### src/sf_pkg.sv
// package for the range and address special-function decoder
// assumes: 10 MHz ref_clk, command fields arrive already parsed
package sf_pkg;
    // command function numbers
    localparam logic [4:0] FUNC_RANGE = 5'h01;
    localparam logic [4:0] FUNC_DC_RANGE = 5'h02;
    localparam logic [4:0] FUNC_ADDR = 5'h15;
    // suffix limits
    localparam logic [4:0] RANGE_MAX_SUFFIX = 5'h13;
    localparam logic [4:0] DC_RANGE_MAX_SUFFIX = 5'h04;
    // power-up address and flags
    localparam logic [4:0] ADDR_RESET = 5'h1C;
    localparam logic ADDR_FLAG_RESET = 1'b0;
    localparam logic SRQ_RESET = 1'b0;
    // error code shown on overload under manual range
    localparam logic [7:0] ERR_OVERLOAD = 8'h1E;
    // flash time of an entered code on the left display
    localparam int FLASH_TIME_MS = 500;
    localparam int CLK_HZ = 10_000_000;
    localparam int FLASH_CYCLES = FLASH_TIME_MS * (CLK_HZ / 1000);
    // register map of the plain port
    localparam logic [3:0] REG_CMD = 4'h0;
    localparam logic [3:0] REG_ADDR_SW = 4'h1;
    localparam logic [3:0] REG_RANGE = 4'h2;
    localparam logic [3:0] REG_DISPLAY = 4'h3;
    // command register fields
    localparam int CMD_FUNC_LSB = 8;
    localparam int CMD_SUFFIX_LSB = 0;
    // left display modes
    typedef enum logic [2:0] {
        DISP_NORMAL = 3'b000,
        DISP_CODE = 3'b001,
        DISP_BLANK = 3'b010,
        DISP_ADDR_BIN = 3'b011,
        DISP_ADDR_DEC = 3'b100,
        DISP_ERROR = 3'b101
    } disp_mode_t;
endpackage : sf_pkg

### src/pin_sync.sv
// three-stage synchroniser for a group of pins
// assumes: pins are asynchronous to clk; output changes when stages two and three agree
`timescale 1ns/1ps
module pin_sync #(
    parameter int WIDTH = 1
) (
    // clock and reset
    input wire logic clk,
    input wire logic resetn,
    input wire logic clkEn,
    // pins in, clean value out
    input wire logic [WIDTH-1:0] pinIn,
    output logic [WIDTH-1:0] pinOut
);
    logic [WIDTH-1:0] s1_q;
    logic [WIDTH-1:0] s2_q;
    logic [WIDTH-1:0] s3_q;

    // per-bit filter: update only on stage agreement
    genvar i;
    generate
        for (i = 0; i < WIDTH; i++) begin : g_bit
            always_ff @(posedge clk or negedge resetn) begin
                if (!resetn) begin
                    s1_q[i] <= 1'b0;
                    s2_q[i] <= 1'b0;
                    s3_q[i] <= 1'b0;
                    pinOut[i] <= 1'b0;
                end else if (clkEn) begin
                    s1_q[i] <= pinIn[i];
                    s2_q[i] <= s1_q[i];
                    s3_q[i] <= s2_q[i];
                    if (s2_q[i] == s3_q[i]) begin
                        pinOut[i] <= s3_q[i];
                    end
                end
            end
        end
    endgenerate
endmodule : pin_sync

### src/flash_timer.sv
// one-shot timer for showing an entered code on the left display
// assumes: start is a one-cycle pulse from the same clock
`timescale 1ns/1ps
module flash_timer #(
    parameter int CYCLES = 5_000_000
) (
    // clock and reset
    input wire logic clk,
    input wire logic resetn,
    input wire logic clkEn,
    // control
    input wire logic start,
    output logic busy,
    output logic done
);
    logic [31:0] cnt_q;

    // count down from start, pulse done at the end
    always_ff @(posedge clk or negedge resetn) begin
        if (!resetn) begin
            cnt_q <= 32'h0000_0000;
            done <= 1'b0;
        end else if (clkEn) begin
            done <= 1'b0;
            if (start) begin
                cnt_q <= 32'(CYCLES);
            end else if (cnt_q != 32'h0000_0000) begin
                cnt_q <= cnt_q - 32'h0000_0001;
                if (cnt_q == 32'h0000_0001) begin
                    done <= 1'b1;
                end
            end
        end
    end

    assign busy = (cnt_q != 32'h0000_0000);
endmodule : flash_timer

### src/range_addr_sf.sv
// special-function decoder: address display and input range selection
// assumes: commands come pre-parsed over the plain register port; address switches are raw pins
//
// How it works
// RL1: address display follows the switches live, no need to re-enter command
// RL2: address switches default 28, talk-only and listen-only clear
// RL3: service-request flag clears at reset
// RL4: special functions only taken from the remote command register
// RL5: code 21.0 shows five address bits as binary on left display
// RL6: binary display puts talk-only, listen-only, service-request on right display
// RL7: either address command turns off key lights and annunciators
// RL8: talk-only and listen-only together act as talk-only
// RL9: all address bits and talk-only set gives status-only talk mode
// RL10: all ones with service-request clear flags interface board absent
// RL11: code 21.1 shows address prefix left and decimal address right
// RL12: local key then a function key clears address display, new mode
// RL13: dc codes 2.0 auto, 2.1 to 2.4 select 300V,64V,16V,4V
// RL14: non-dc codes 1.0 auto, 1.1 to 1.19 select descending ranges
// RL15: dc auto range uses both dc and ac level
// RL16: auto mode sets attenuator and amplifier gain from signal level
// RL17: dc code flashes, blanks, then frequency except in dc mode
// RL18: non-dc code shown, then display returns to frequency
// RL19: reset or automatic operation puts both range functions in auto
// RL20: overload under manual range shows error 30
// RL21: no error for manual gain unless overload happens
// RL22: suffix zero returns only that function to automatic
// RL23: command is function, point, suffix, terminator; unknown suffix ignored
//
// Design decisions made here: the register addresses and the plain strobed port.
`timescale 1ns/1ps
module range_addr_sf
    import sf_pkg::*;
#(
    parameter int FLASH_CNT = FLASH_CYCLES
) (
    // clock, reset, enable
    input wire logic ref_clk,
    input wire logic resetn,
    input wire logic clkEn,
    // register port
    input wire logic [3:0] regAddr,
    input wire logic [15:0] regWdata,
    input wire logic regWr,
    input wire logic regRd,
    output logic [15:0] regRdata,
    // front-panel and pins
    input wire logic [6:0] addrSwitch,
    input wire logic localReturnKey,
    input wire logic functionKey,
    input wire logic autoOpKey,
    input wire logic serviceRequest,
    input wire logic overload,
    input wire logic boardPresent,
    // auto-ranging level hints from the detectors
    input wire logic [4:0] acAutoRange,
    input wire logic [2:0] dcAutoRange,
    input wire logic [2:0] dcLevelRange,
    input wire logic dcMode,
    // outputs
    output logic [4:0] rangeSel,
    output logic [2:0] dcRangeSel,
    output logic rangeAuto,
    output logic dcRangeAuto,
    output logic [2:0] leftMode,
    output logic [7:0] leftValue,
    output logic [7:0] rightValue,
    output logic keyLightsOn,
    output logic talkOnly,
    output logic listenOnly,
    output logic statusOnly,
    output logic boardAbsent
);
    ////////////////////////////////////////////////////////////////////////////
    // synchronised pins
    logic [6:0] swSync;
    logic [2:0] keySync;
    logic [1:0] detSync;
    logic flashDone;
    logic flashStart;

    pin_sync #(.WIDTH(7)) u_sw_sync (
        .clk(ref_clk),
        .resetn(resetn),
        .clkEn(clkEn),
        .pinIn(addrSwitch),
        .pinOut(swSync)
    );

    pin_sync #(.WIDTH(3)) u_key_sync (
        .clk(ref_clk),
        .resetn(resetn),
        .clkEn(clkEn),
        .pinIn({autoOpKey, functionKey, localReturnKey}),
        .pinOut(keySync)
    );

    pin_sync #(.WIDTH(2)) u_det_sync (
        .clk(ref_clk),
        .resetn(resetn),
        .clkEn(clkEn),
        .pinIn({overload, serviceRequest}),
        .pinOut(detSync)
    );

    flash_timer #(.CYCLES(FLASH_CNT)) u_flash (
        .clk(ref_clk),
        .resetn(resetn),
        .clkEn(clkEn),
        .start(flashStart),
        .busy(),
        .done(flashDone)
    );

    ////////////////////////////////////////////////////////////////////////////
    // command decode
    logic [4:0] cmdFunc;
    logic [4:0] cmdSuffix;
    logic cmdWr;
    logic addrCmd;
    logic rangeCmd;
    logic dcRangeCmd;
    logic [2:0] keyPrev_q;
    logic autoOpEdge;
    logic functionEdge;
    logic localEdge;
    logic localArmed_q;
    logic srq_q;
    logic srqShown;
    logic [4:0] switchAddr;
    logic switchTalk;
    logic switchListen;

    assign cmdFunc = regWdata[CMD_FUNC_LSB +: 5];
    assign cmdSuffix = regWdata[CMD_SUFFIX_LSB +: 5];
    assign cmdWr = regWr && (regAddr == REG_CMD); // RL4
    // unknown suffix matches nothing and is dropped
    assign addrCmd = cmdWr && (cmdFunc == FUNC_ADDR) && (cmdSuffix <= 5'h01); // RL23
    assign rangeCmd = cmdWr && (cmdFunc == FUNC_RANGE) && (cmdSuffix <= RANGE_MAX_SUFFIX); // RL23
    assign dcRangeCmd = cmdWr && (cmdFunc == FUNC_DC_RANGE) && (cmdSuffix <= DC_RANGE_MAX_SUFFIX); // RL23
    // a range code restarts the flash time
    assign flashStart = (rangeCmd || dcRangeCmd) && clkEn;
    // rising edges of the synchronised keys
    assign autoOpEdge = keySync[2] && !keyPrev_q[2];
    assign functionEdge = keySync[1] && !keyPrev_q[1];
    assign localEdge = keySync[0] && !keyPrev_q[0];

    // switches: five address bits, talk-only, listen-only; factory 28 via inversion
    assign switchAddr = swSync[4:0] ^ ADDR_RESET; // RL2
    assign switchTalk = swSync[5] ^ ADDR_FLAG_RESET; // RL2
    assign switchListen = swSync[6] ^ ADDR_FLAG_RESET; // RL2

    // key edge memory
    always_ff @(posedge ref_clk or negedge resetn) begin
        if (!resetn) begin
            keyPrev_q <= 3'b000;
        end else if (clkEn) begin
            keyPrev_q <= keySync;
        end
    end

    // service-request flag follows the bus status
    always_ff @(posedge ref_clk or negedge resetn) begin
        if (!resetn) begin
            srq_q <= SRQ_RESET; // RL3
        end else if (clkEn) begin
            srq_q <= detSync[0];
        end
    end

    // service-request bit reads zero without the interface board
    assign srqShown = boardPresent ? srq_q : 1'b0; // RL10

    ////////////////////////////////////////////////////////////////////////////
    // range selection
    always_ff @(posedge ref_clk or negedge resetn) begin
        if (!resetn) begin
            rangeAuto <= 1'b1; // RL19
            rangeSel <= 5'h00;
        end else if (clkEn) begin
            if (autoOpEdge) begin
                rangeAuto <= 1'b1; // RL19
            end else if (rangeCmd) begin
                rangeAuto <= (cmdSuffix == 5'h00); // RL22
                if (cmdSuffix != 5'h00) begin
                    rangeSel <= cmdSuffix; // RL14
                end
            end
            // auto range tracks the detector pick
            if (rangeAuto && !rangeCmd) begin
                rangeSel <= acAutoRange; // RL16
            end
        end
    end

    // dc range: 1..4 = 300V/40dB, 64V/24dB, 16V/12dB, 4V/0dB
    always_ff @(posedge ref_clk or negedge resetn) begin
        if (!resetn) begin
            dcRangeAuto <= 1'b1; // RL19
            dcRangeSel <= 3'b000;
        end else if (clkEn) begin
            if (autoOpEdge) begin
                dcRangeAuto <= 1'b1; // RL19
            end else if (dcRangeCmd) begin
                dcRangeAuto <= (cmdSuffix == 5'h00); // RL22
                if (cmdSuffix != 5'h00) begin
                    dcRangeSel <= cmdSuffix[2:0]; // RL13
                end
            end
            if (dcRangeAuto && !dcRangeCmd) begin
                // the more sensitive-limiting of dc and ac demand wins
                dcRangeSel <= (dcLevelRange < dcAutoRange) ? dcLevelRange : dcAutoRange; // RL15
            end
        end
    end

    ////////////////////////////////////////////////////////////////////////////
    // display control
    disp_mode_t mode_q;
    logic [7:0] codeShown_q;
    logic overErr;

    assign overErr = detSync[1] && ((!rangeAuto && !dcMode) || (!dcRangeAuto && dcMode)); // RL20 RL21

    always_ff @(posedge ref_clk or negedge resetn) begin
        if (!resetn) begin
            mode_q <= DISP_NORMAL;
            codeShown_q <= 8'h00;
            localArmed_q <= 1'b0;
            keyLightsOn <= 1'b1;
        end else if (clkEn) begin
            if (addrCmd) begin
                mode_q <= (cmdSuffix == 5'h00) ? DISP_ADDR_BIN : DISP_ADDR_DEC; // RL5 RL11
                keyLightsOn <= 1'b0; // RL7
                localArmed_q <= 1'b0;
            end else if (rangeCmd || dcRangeCmd) begin
                mode_q <= DISP_CODE; // RL17 RL18
                codeShown_q <= {cmdFunc[2:0], cmdSuffix};
            end else if (flashDone) begin
                // dc code blanks and stays blank in dc mode
                mode_q <= (dcMode && codeShown_q[7:5] == FUNC_DC_RANGE[2:0]) ? DISP_BLANK : DISP_NORMAL; // RL17 RL18
            end else if (localEdge) begin
                localArmed_q <= 1'b1;
            end else if (functionEdge && localArmed_q) begin
                mode_q <= DISP_NORMAL; // RL12
                keyLightsOn <= 1'b1;
                localArmed_q <= 1'b0;
            end else if (overErr && mode_q == DISP_NORMAL) begin
                mode_q <= DISP_ERROR; // RL20
            end else if (!overErr && mode_q == DISP_ERROR) begin
                mode_q <= DISP_NORMAL; // RL21
            end
        end
    end

    // display content, refreshed every cycle from live switches
    always_ff @(posedge ref_clk or negedge resetn) begin
        if (!resetn) begin
            leftMode <= 3'b000;
            leftValue <= 8'h00;
            rightValue <= 8'h00;
        end else if (clkEn) begin
            leftMode <= mode_q;
            unique case (mode_q)
                DISP_ADDR_BIN: begin
                    leftValue <= {3'b000, switchAddr}; // RL1 RL5
                    rightValue <= {5'b00000, switchTalk, switchListen, srqShown}; // RL6
                end
                DISP_ADDR_DEC: begin
                    leftValue <= 8'h00;
                    rightValue <= {3'b000, switchAddr}; // RL1 RL11
                end
                DISP_CODE: begin
                    leftValue <= codeShown_q;
                    rightValue <= 8'h00;
                end
                DISP_ERROR: begin
                    leftValue <= ERR_OVERLOAD; // RL20
                    rightValue <= 8'h00;
                end
                DISP_NORMAL, DISP_BLANK: begin
                    leftValue <= 8'h00;
                    rightValue <= 8'h00;
                end
                default: begin
                    leftValue <= 8'h00;
                    rightValue <= 8'h00;
                end
            endcase
        end
    end

    ////////////////////////////////////////////////////////////////////////////
    // bus role flags, talk wins
    always_ff @(posedge ref_clk or negedge resetn) begin
        if (!resetn) begin
            talkOnly <= 1'b0;
            listenOnly <= 1'b0;
        end else if (clkEn) begin
            talkOnly <= switchTalk; // RL8
            listenOnly <= switchListen && !switchTalk; // RL8
        end
    end

    // status-only talker
    always_ff @(posedge ref_clk or negedge resetn) begin
        if (!resetn) begin
            statusOnly <= 1'b0;
        end else if (clkEn) begin
            statusOnly <= (&switchAddr) && switchTalk; // RL9
        end
    end

    // interface board missing
    always_ff @(posedge ref_clk or negedge resetn) begin
        if (!resetn) begin
            boardAbsent <= 1'b0;
        end else if (clkEn) begin
            boardAbsent <= !boardPresent; // RL10
        end
    end

    ////////////////////////////////////////////////////////////////////////////
    // register read, data in the cycle after the strobe
    logic [15:0] addrWord;
    logic [15:0] rangeWord;
    logic [15:0] dispWord;

    // one read word per mapped register except REG_CMD, which reads zero
    assign addrWord = {8'h00, srqShown, switchListen, switchTalk, switchAddr};
    assign rangeWord = {3'b000, dcRangeAuto, dcRangeSel, rangeAuto, 3'b000, rangeSel};
    assign dispWord = {5'b00000, mode_q, codeShown_q};

    always_ff @(posedge ref_clk or negedge resetn) begin
        if (!resetn) begin
            regRdata <= 16'h0000;
        end else if (clkEn) begin
            regRdata <= 16'h0000;
            if (regRd) begin
                unique case (regAddr)
                    REG_ADDR_SW: regRdata <= addrWord; // RL10
                    REG_RANGE: regRdata <= rangeWord;
                    REG_DISPLAY: regRdata <= dispWord;
                    default: regRdata <= 16'h0000;
                endcase
            end
        end
    end
endmodule : range_addr_sf

### config.mk
export PLATFORM = sky130hd
export DESIGN_NAME = range_addr_sf
export DESIGN_NICKNAME = d
export VERILOG_FILES = /design/src/sf_pkg.sv /design/src/pin_sync.sv /design/src/flash_timer.sv /design/src/range_addr_sf.sv
export SDC_FILE = /design/constraint.sdc
export NUM_CORES = 1
export LEC_CHECK = 0
export BUFFER_PORTS_ARGS = -buffer_cell sky130_fd_sc_hd__buf_2
export CAP_MARGIN = 25
export CORE_UTILIZATION = 55
export CTS_CLUSTER_SIZE = 24
export DETAILED_ROUTE_END_ITERATION = 10
export PLACE_DENSITY = 0.77
export SLEW_MARGIN = 20
export SYNTH_ARGS = -nofsm -noshare
export SYNTH_HDL_FRONTEND = slang
export SYNTH_SLANG_ARGS = --single-unit
### constraint.sdc
create_clock -name ref_clk -period 2.8 [get_ports ref_clk]
set_clock_uncertainty 0.2 [all_clocks]
set_input_delay 0.14 -clock ref_clk [delete_from_list [all_inputs] [get_ports ref_clk]]
set_output_delay 0.14 -clock ref_clk [all_outputs]
set_load 0.02 [all_outputs]
======== Yosys cells after proc, flatten, opt, wreduce, memory -nomap -nowiden ========
Cells that the tools add are included.
operators by class
  mux-type cells .......................... 42
  add/sub/neg operators ................... 1
  reductions and logical operators ........ 72
  $lt $le $gt $ge ......................... 4
  bitwise logic cells ..................... 2
  equal/unequal tests ..................... 30
operator list
  cell                                                 count
  2-to-1 mux 32 bit                                    2
  2-to-1 mux 3 bit                                     13
  case mux 13 bit (3 select lines)                     1
  == test 32 x 1 -> 1 bit (second input constant)      1
  nonzero test 32 bit                                  1
  subtractor 32 x 1 -> 32 bit (second input constant)  1
  AND reduction 2 bit                                  15
  case mux 8 bit (3 select lines)                      1
  logical AND 1 bit                                    22
  2-to-1 mux 5 bit                                     4
  2-to-1 mux 1 bit                                     18
  nonzero test 2 bit                                   8
  2-to-1 mux 13 bit                                    1
  == test 1 bit                                        12
  AND reduction 4 bit                                  3
  zero test 1 bit                                      11
  case mux 5 bit (2 select lines)                      1
  AND reduction 5 bit                                  2
  == test 4 x 2 -> 1 bit (second input constant)       2
  == test 3 x 2 -> 1 bit (second input constant)       2
  == test 3 bit (second input constant)                2
  inequality test 2 bit (second input constant)        3
  AND reduction 3 bit                                  2
  nonzero test 6 bit                                   1
  20 further kinds                                     22
storage, ports and cells
  output and inout bits ................... 50
  input bits .............................. 50
  word-level logic and storage cells ...... 219
  register bits ........................... 147

======== Depth between registers and ports, before layout ========
  depth after elaboration ................. 13
  depth in mapped cells ................... 9

======== Modules after synthesis ========
From an unflattened synthesis, not the netlist that was laid out.
second synthesis, totals
  cells, all modules ...................... 667
  area, all modules ....................... 7,120.6 um^2
by module, submodules not included
  module                 cells each  instances  area each (um^2)
  range_addr_sf          300         1          3,190.6
  flash_timer            222         1          1,956.9
  pin_sync (u_sw_sync)   86          1          1,136.1
  pin_sync (u_key_sync)  36          1          513.0
  pin_sync (u_det_sync)  23          1          324.1

======== Worst setup path before layout ========
No wires, ideal clock.
  kind .................................... input to register
  from .................................... input port regAddr[1]
  to ...................................... register u_flash.done
  setup time .............................. 125 ps
  required time ........................... 2,475 ps
  setup slack ............................. 401 ps
  data arrival time ....................... 2,074 ps
  stages on the path ...................... 7
  cells stage by stage .................... buf_6 or4_4 or4_4 or2_1 buf_6 and4_1 mux2_4
between the ends
  cells in the longest elaborated chain, start to end .. 7
ends and longest elaborated chain
  element                                            line                                        source
  start, declared                                    range_addr_sf.sv:41                         input wire logic [3:0] regAddr,
  zero test 4 bit *                                  range_addr_sf.sv:135                        assign cmdWr = regWr && (regAddr == REG_CMD);
  logical AND 1 bit *                                range_addr_sf.sv:135
  logical AND 1 bit (on tied branches) (2 in a row)  range_addr_sf.sv:138, range_addr_sf.sv:139
  logical OR 1 bit *                                 range_addr_sf.sv:141                        assign flashStart = (rangeCmd || dcRangeCmd) && clkEn;
  logical AND 1 bit *                                range_addr_sf.sv:141
  2-to-1 mux 1 bit *                                 flash_timer.sv:25                           if (start) begin
  end signal, assigned                               flash_timer.sv:22                           done <= 1'b0;
  end signal, assigned                               flash_timer.sv:24                           done <= 1'b0;
  end signal, assigned                               flash_timer.sv:30                           done <= 1'b1;
  end, declared                                      flash_timer.sv:14                           output logic done
Mark *: on every way between the ends. The rest lies on a longest branch, timed or not.
A chain may end at the register's enable or synchronous reset.

======== Final worst setup path ========
  from .................................... input port regWdata[4]
  to ...................................... register rangeSel[2]
between the ends
  cells in the longest elaborated chain, start to end .. 6
ends and longest elaborated chain
  element                                                                         line                  source
  start, declared                                                                 range_addr_sf.sv:42   input wire logic [15:0] regWdata,
  less-or-equal comparator 5 bit                                                  range_addr_sf.sv:138  assign rangeCmd = cmdWr && (cmdFunc == FUNC_RANGE) && (cmdSuffix <= RANGE_MAX_SUFFIX);
  logical AND 1 bit                                                               range_addr_sf.sv:138
  zero test 1 bit                                                                 range_addr_sf.sv:189  if (rangeAuto && !rangeCmd) begin
  logical AND 1 bit                                                               range_addr_sf.sv:189
  inequality test 2 x 1 -> 1 bit (no line) or nonzero test 2 bit (tied branches)  n/a
  AND reduction 4 bit (no line)                                                   n/a
  end signal, assigned                                                            range_addr_sf.sv:185  rangeSel <= cmdSuffix;
  end signal, assigned                                                            range_addr_sf.sv:190  rangeSel <= acAutoRange;
  end, declared                                                                   range_addr_sf.sv:60   output logic [4:0] rangeSel,
Several ways; a longest one is shown, not always the timed one.

==> flow_summary.json <==
{
  "min_period_ns": 2.59,
  "cts_buffers": 17,
  "power.share.switching": 0.327,
  "status": "complete, no violations",
  "netlist-cell-type-count": 59,
  "synthFlopType": "dfrtp_1",
  "report.final.slew_viol_count": 0,
  "grt_max_degree": 105,
  "drt_iter0_markers": 512,
  "start_util": 0.564,
  "cp_slowest_cell": "or4_1",
  "syn_inst": 664,
  "routedWlPerCell_um": 18.0,
  "htreeDepth": 4,
  "cts_resized": 0,
  "routed_via_density": 5.95,
  "wirelength_um": 17200,
  "die-area_um2": 12800,
  "dp_hpwl_um": 10900,
  "p_total_mw": 6.21,
  "p_leak_nw": 3.82,
  "cpPeakStageDelay_ns": 0.63,
  "ys.warnings.count": 0,
  "final_common_cell": "dfrtp_1",
  "peakVddDrop_mv": 0.560,
  "cts_hold_buf": 35,
  "p_sw_mw": 2.03,
  "ys_seq_area_frac": 0.522,
  "hold_path.class": "input pin to register",
  "finalCritPeriodShare": 0.925,
  "num_rows": 40,
  "drv_cap": 0,
  "cts_tree": "built",
  "die_y_um": 113,
  "fillers": 868,
  "ant_nets": 0,
  "grt_usage": 0.289,
  "synth-edff-count": 0,
  "clock-root-buffer": "clkbuf_16",
  "critical_path_class": "input pin to register",
  "cts_buffer_depth": 2,
  "via_count": 5690,
  "p_clk_frac": 0.348,
  "power_frac_comb": 0.199,
  "worstSetupStartpointType": "input pin",
  "synth_area_um2": 6770,
  "avgSynthCellArea_um2": 10.2,
  "area_growth_pct": 23.1,
  "pin_count": 100,
  "pwr-share-seq": 0.453,
  "die_w_um": 113,
  "core_um2": 12000,
  "place_congestion": 0.912,
  "fmax_ghz": 0.386,
  "fin_ws_ns": 0.211,
  "clk_pin_slew_worst_paths_ns": 0.06,
  "grt-ovfl-total": 0,
  "cp_max_fo": 5,
  "tns_ns": 0,
  "end_kind": "register",
  "drive_gt1_frac": 0.255,
  "clock-sinks": 141,
  "crit_arrival_ns": 2.69,
  "portBuffers": 87,
  "slew_headroom": 0.591,
  "post_cts_buffers": 0,
  "rsz0062_at_grt": "false",
  "finalHoldViolations": 0,
  "setup_viol": 0,
  "grt_pass1_wl_um": 28500,
  "fin_nets": 850,
  "r2r_slack_ns": 0.29,
  "final_cell_mix": "dfrtp_1 (138), buf_2 (85), o21ai_0 (77), nand2_1 (64), mux2_2 (46)",
  "clkLatencyLatePin_ns": 0.42,
  "cp_cell_sequence": "dlygate4sd3_1 > buf_2 > or4_1 > o21ai_0 > nor2_1 > o21ai_2 > mux2_2",
  "grt_pass1_vias": 5896,
  "fin_util": 0.694,
  "async_flop_share": 1.00,
  "p_int_mw": 4.18,
  "synth_seq_cells": 141,
  "worst_pin_slew_ns": 0.613,
  "drc": 0,
  "dp_slack_ns": 0.256,
  "cp.required_ns": 2.90,
  "power.density_nw_per_um2": 745,
  "antenna_found_initial": 0,
  "drt_pass1_iterations": 5
}
-- kinds of logic after synthesis --
| kind of cell | Yosys count | share of synthesized area |
|---|---|---|
| adder cells (fa/ha/maj) | 5 | 0.00924 |
| XOR/XNOR | 16 | 0.0207 |
| flip-flops | 141 | 0.522 |
| multiplexers | 61 | 0.102 |
| other | 1 | 0.000554 |
| buffers and inverters | 75 | 0.0484 |
| AO/OA/AOI/OAI | 162 | 0.146 |
| AND/OR/NAND/NOR | 203 | 0.152 |
-- state kept, by name, summed over array words and instances (netlist names), 5 cells and up --
name / flops
u_sw_sync.s1_q: 7
u_flash.cnt_q: 32
u_sw_sync.s3_q: 7
codeShown_q: 8
leftValue: 8
rangeSel: 5
u_sw_sync.pinOut: 7
regRdata: 13
u_sw_sync.s2_q: 7
rightValue: 5
-- synthesized netlist by cell type, types with 3 or more instances --
cell type / number / area (um2)
dfrtp_1: 138 / 3450
o21ai_0: 77 / 385
nand2_1: 64 / 240
mux2_2: 46 / 518
nor2_1: 42 / 158
inv_1: 37 / 139
a21oi_1: 28 / 140
clkbuf_1: 19 / 71.3
nand3_1: 16 / 80.1
nor3_1: 14 / 70.1
nor4_1: 14 / 87.6
o2bb2ai_1: 14 / 123
mux2i_1: 11 / 110
nand4_1: 11 / 68.8
xor2_1: 9 / 78.8
a31oi_1: 7 / 43.8
buf_4: 7 / 52.6
xnor2_1: 7 / 61.3
buf_1: 6 / 22.5
a22oi_1: 5 / 37.5
ha_1: 5 / 62.6
nor2b_1: 5 / 31.3
o31ai_1: 5 / 37.5
a22o_1: 4 / 35.0
buf_2: 4 / 20.0
mux2_4: 4 / 60.1
nand4b_1: 4 / 35.0
nor4b_1: 4 / 35.0
o2111ai_1: 4 / 35.0
o41ai_1: 4 / 35.0
or3_1: 4 / 25.0
and2_1: 3 / 18.8
dfstp_2: 3 / 78.8
o21ai_2: 3 / 26.3
-- path summary, 6_finish.rpt --
kind                       cells past startpoint                 end              from
max in group asynchronous                      3  u_det_sync.s3_q[1]            resetn
min reg2reg                                    1         regRdata[0]       regRdata[0]
min                                            4         regRdata[0]        regAddr[0]
min in group asynchronous                      2   u_flash.cnt_q[24]            resetn
max reg2reg                                    8   u_flash.cnt_q[22]  u_flash.cnt_q[0]
max                                            7         rangeSel[2]       regWdata[4]
-- power by group through the flow --
stage	Sequential, mW	Clock (mW)	Combinational, mW
6_report	2.81	2.16	1.24
5_1_grt	2.86	2.28	1.39
4_1_cts	2.81	2.20	1.23
3_5_place_dp	2.83	0	1.18
3_3_place_gp	2.81	0	1.13
2_1_floorplan	2.78	0	0.784
-- metal layers --
metal	wire [um]	GRT usage
met3	938	0.0755
met1	6980	0.347
met5	0	0
met4	537	0.139
met2	8720	0.488
-- area by class of cell --
| cell class | instances | area, um2 | share of cell area |
|---|---|---|---|
| well taps | 147 | 184 | 0.0221 |
| inverters | 37 | 139 | 0.0167 |
| repair buffers | 145 | 980 | 0.118 |
| clock inverters | 13 | 114 | 0.0137 |
| diodes | 1 | 2.50 | 0.000300 |
| clock buffers | 19 | 453 | 0.0544 |
| multi-input cells | 453 | 2930 | 0.352 |
| flip-flops and latches | 141 | 3530 | 0.424 |
-- worst max-delay path: cells and delay by family --
family,cells,cell delay (ns)
AOI/OAI and AO/OA,2,0.69
buffers and inverters,2,0.70
muxes,1,0.38
and+or+nand+nor,2,0.78
-- stage by stage --
step                      cell area (um2)  hold WS [ns]  cells
after floorplan                      6790        -0.356    669
after global placement               7410       -0.0368    888
after detailed placement             7410       -0.0347    888
after CTS                            8330        0.0200    955
after global routing                 8330        0.0706    955
final                                8330        0.0435    956
Note: power is estimated with default switching activity, not from simulation.
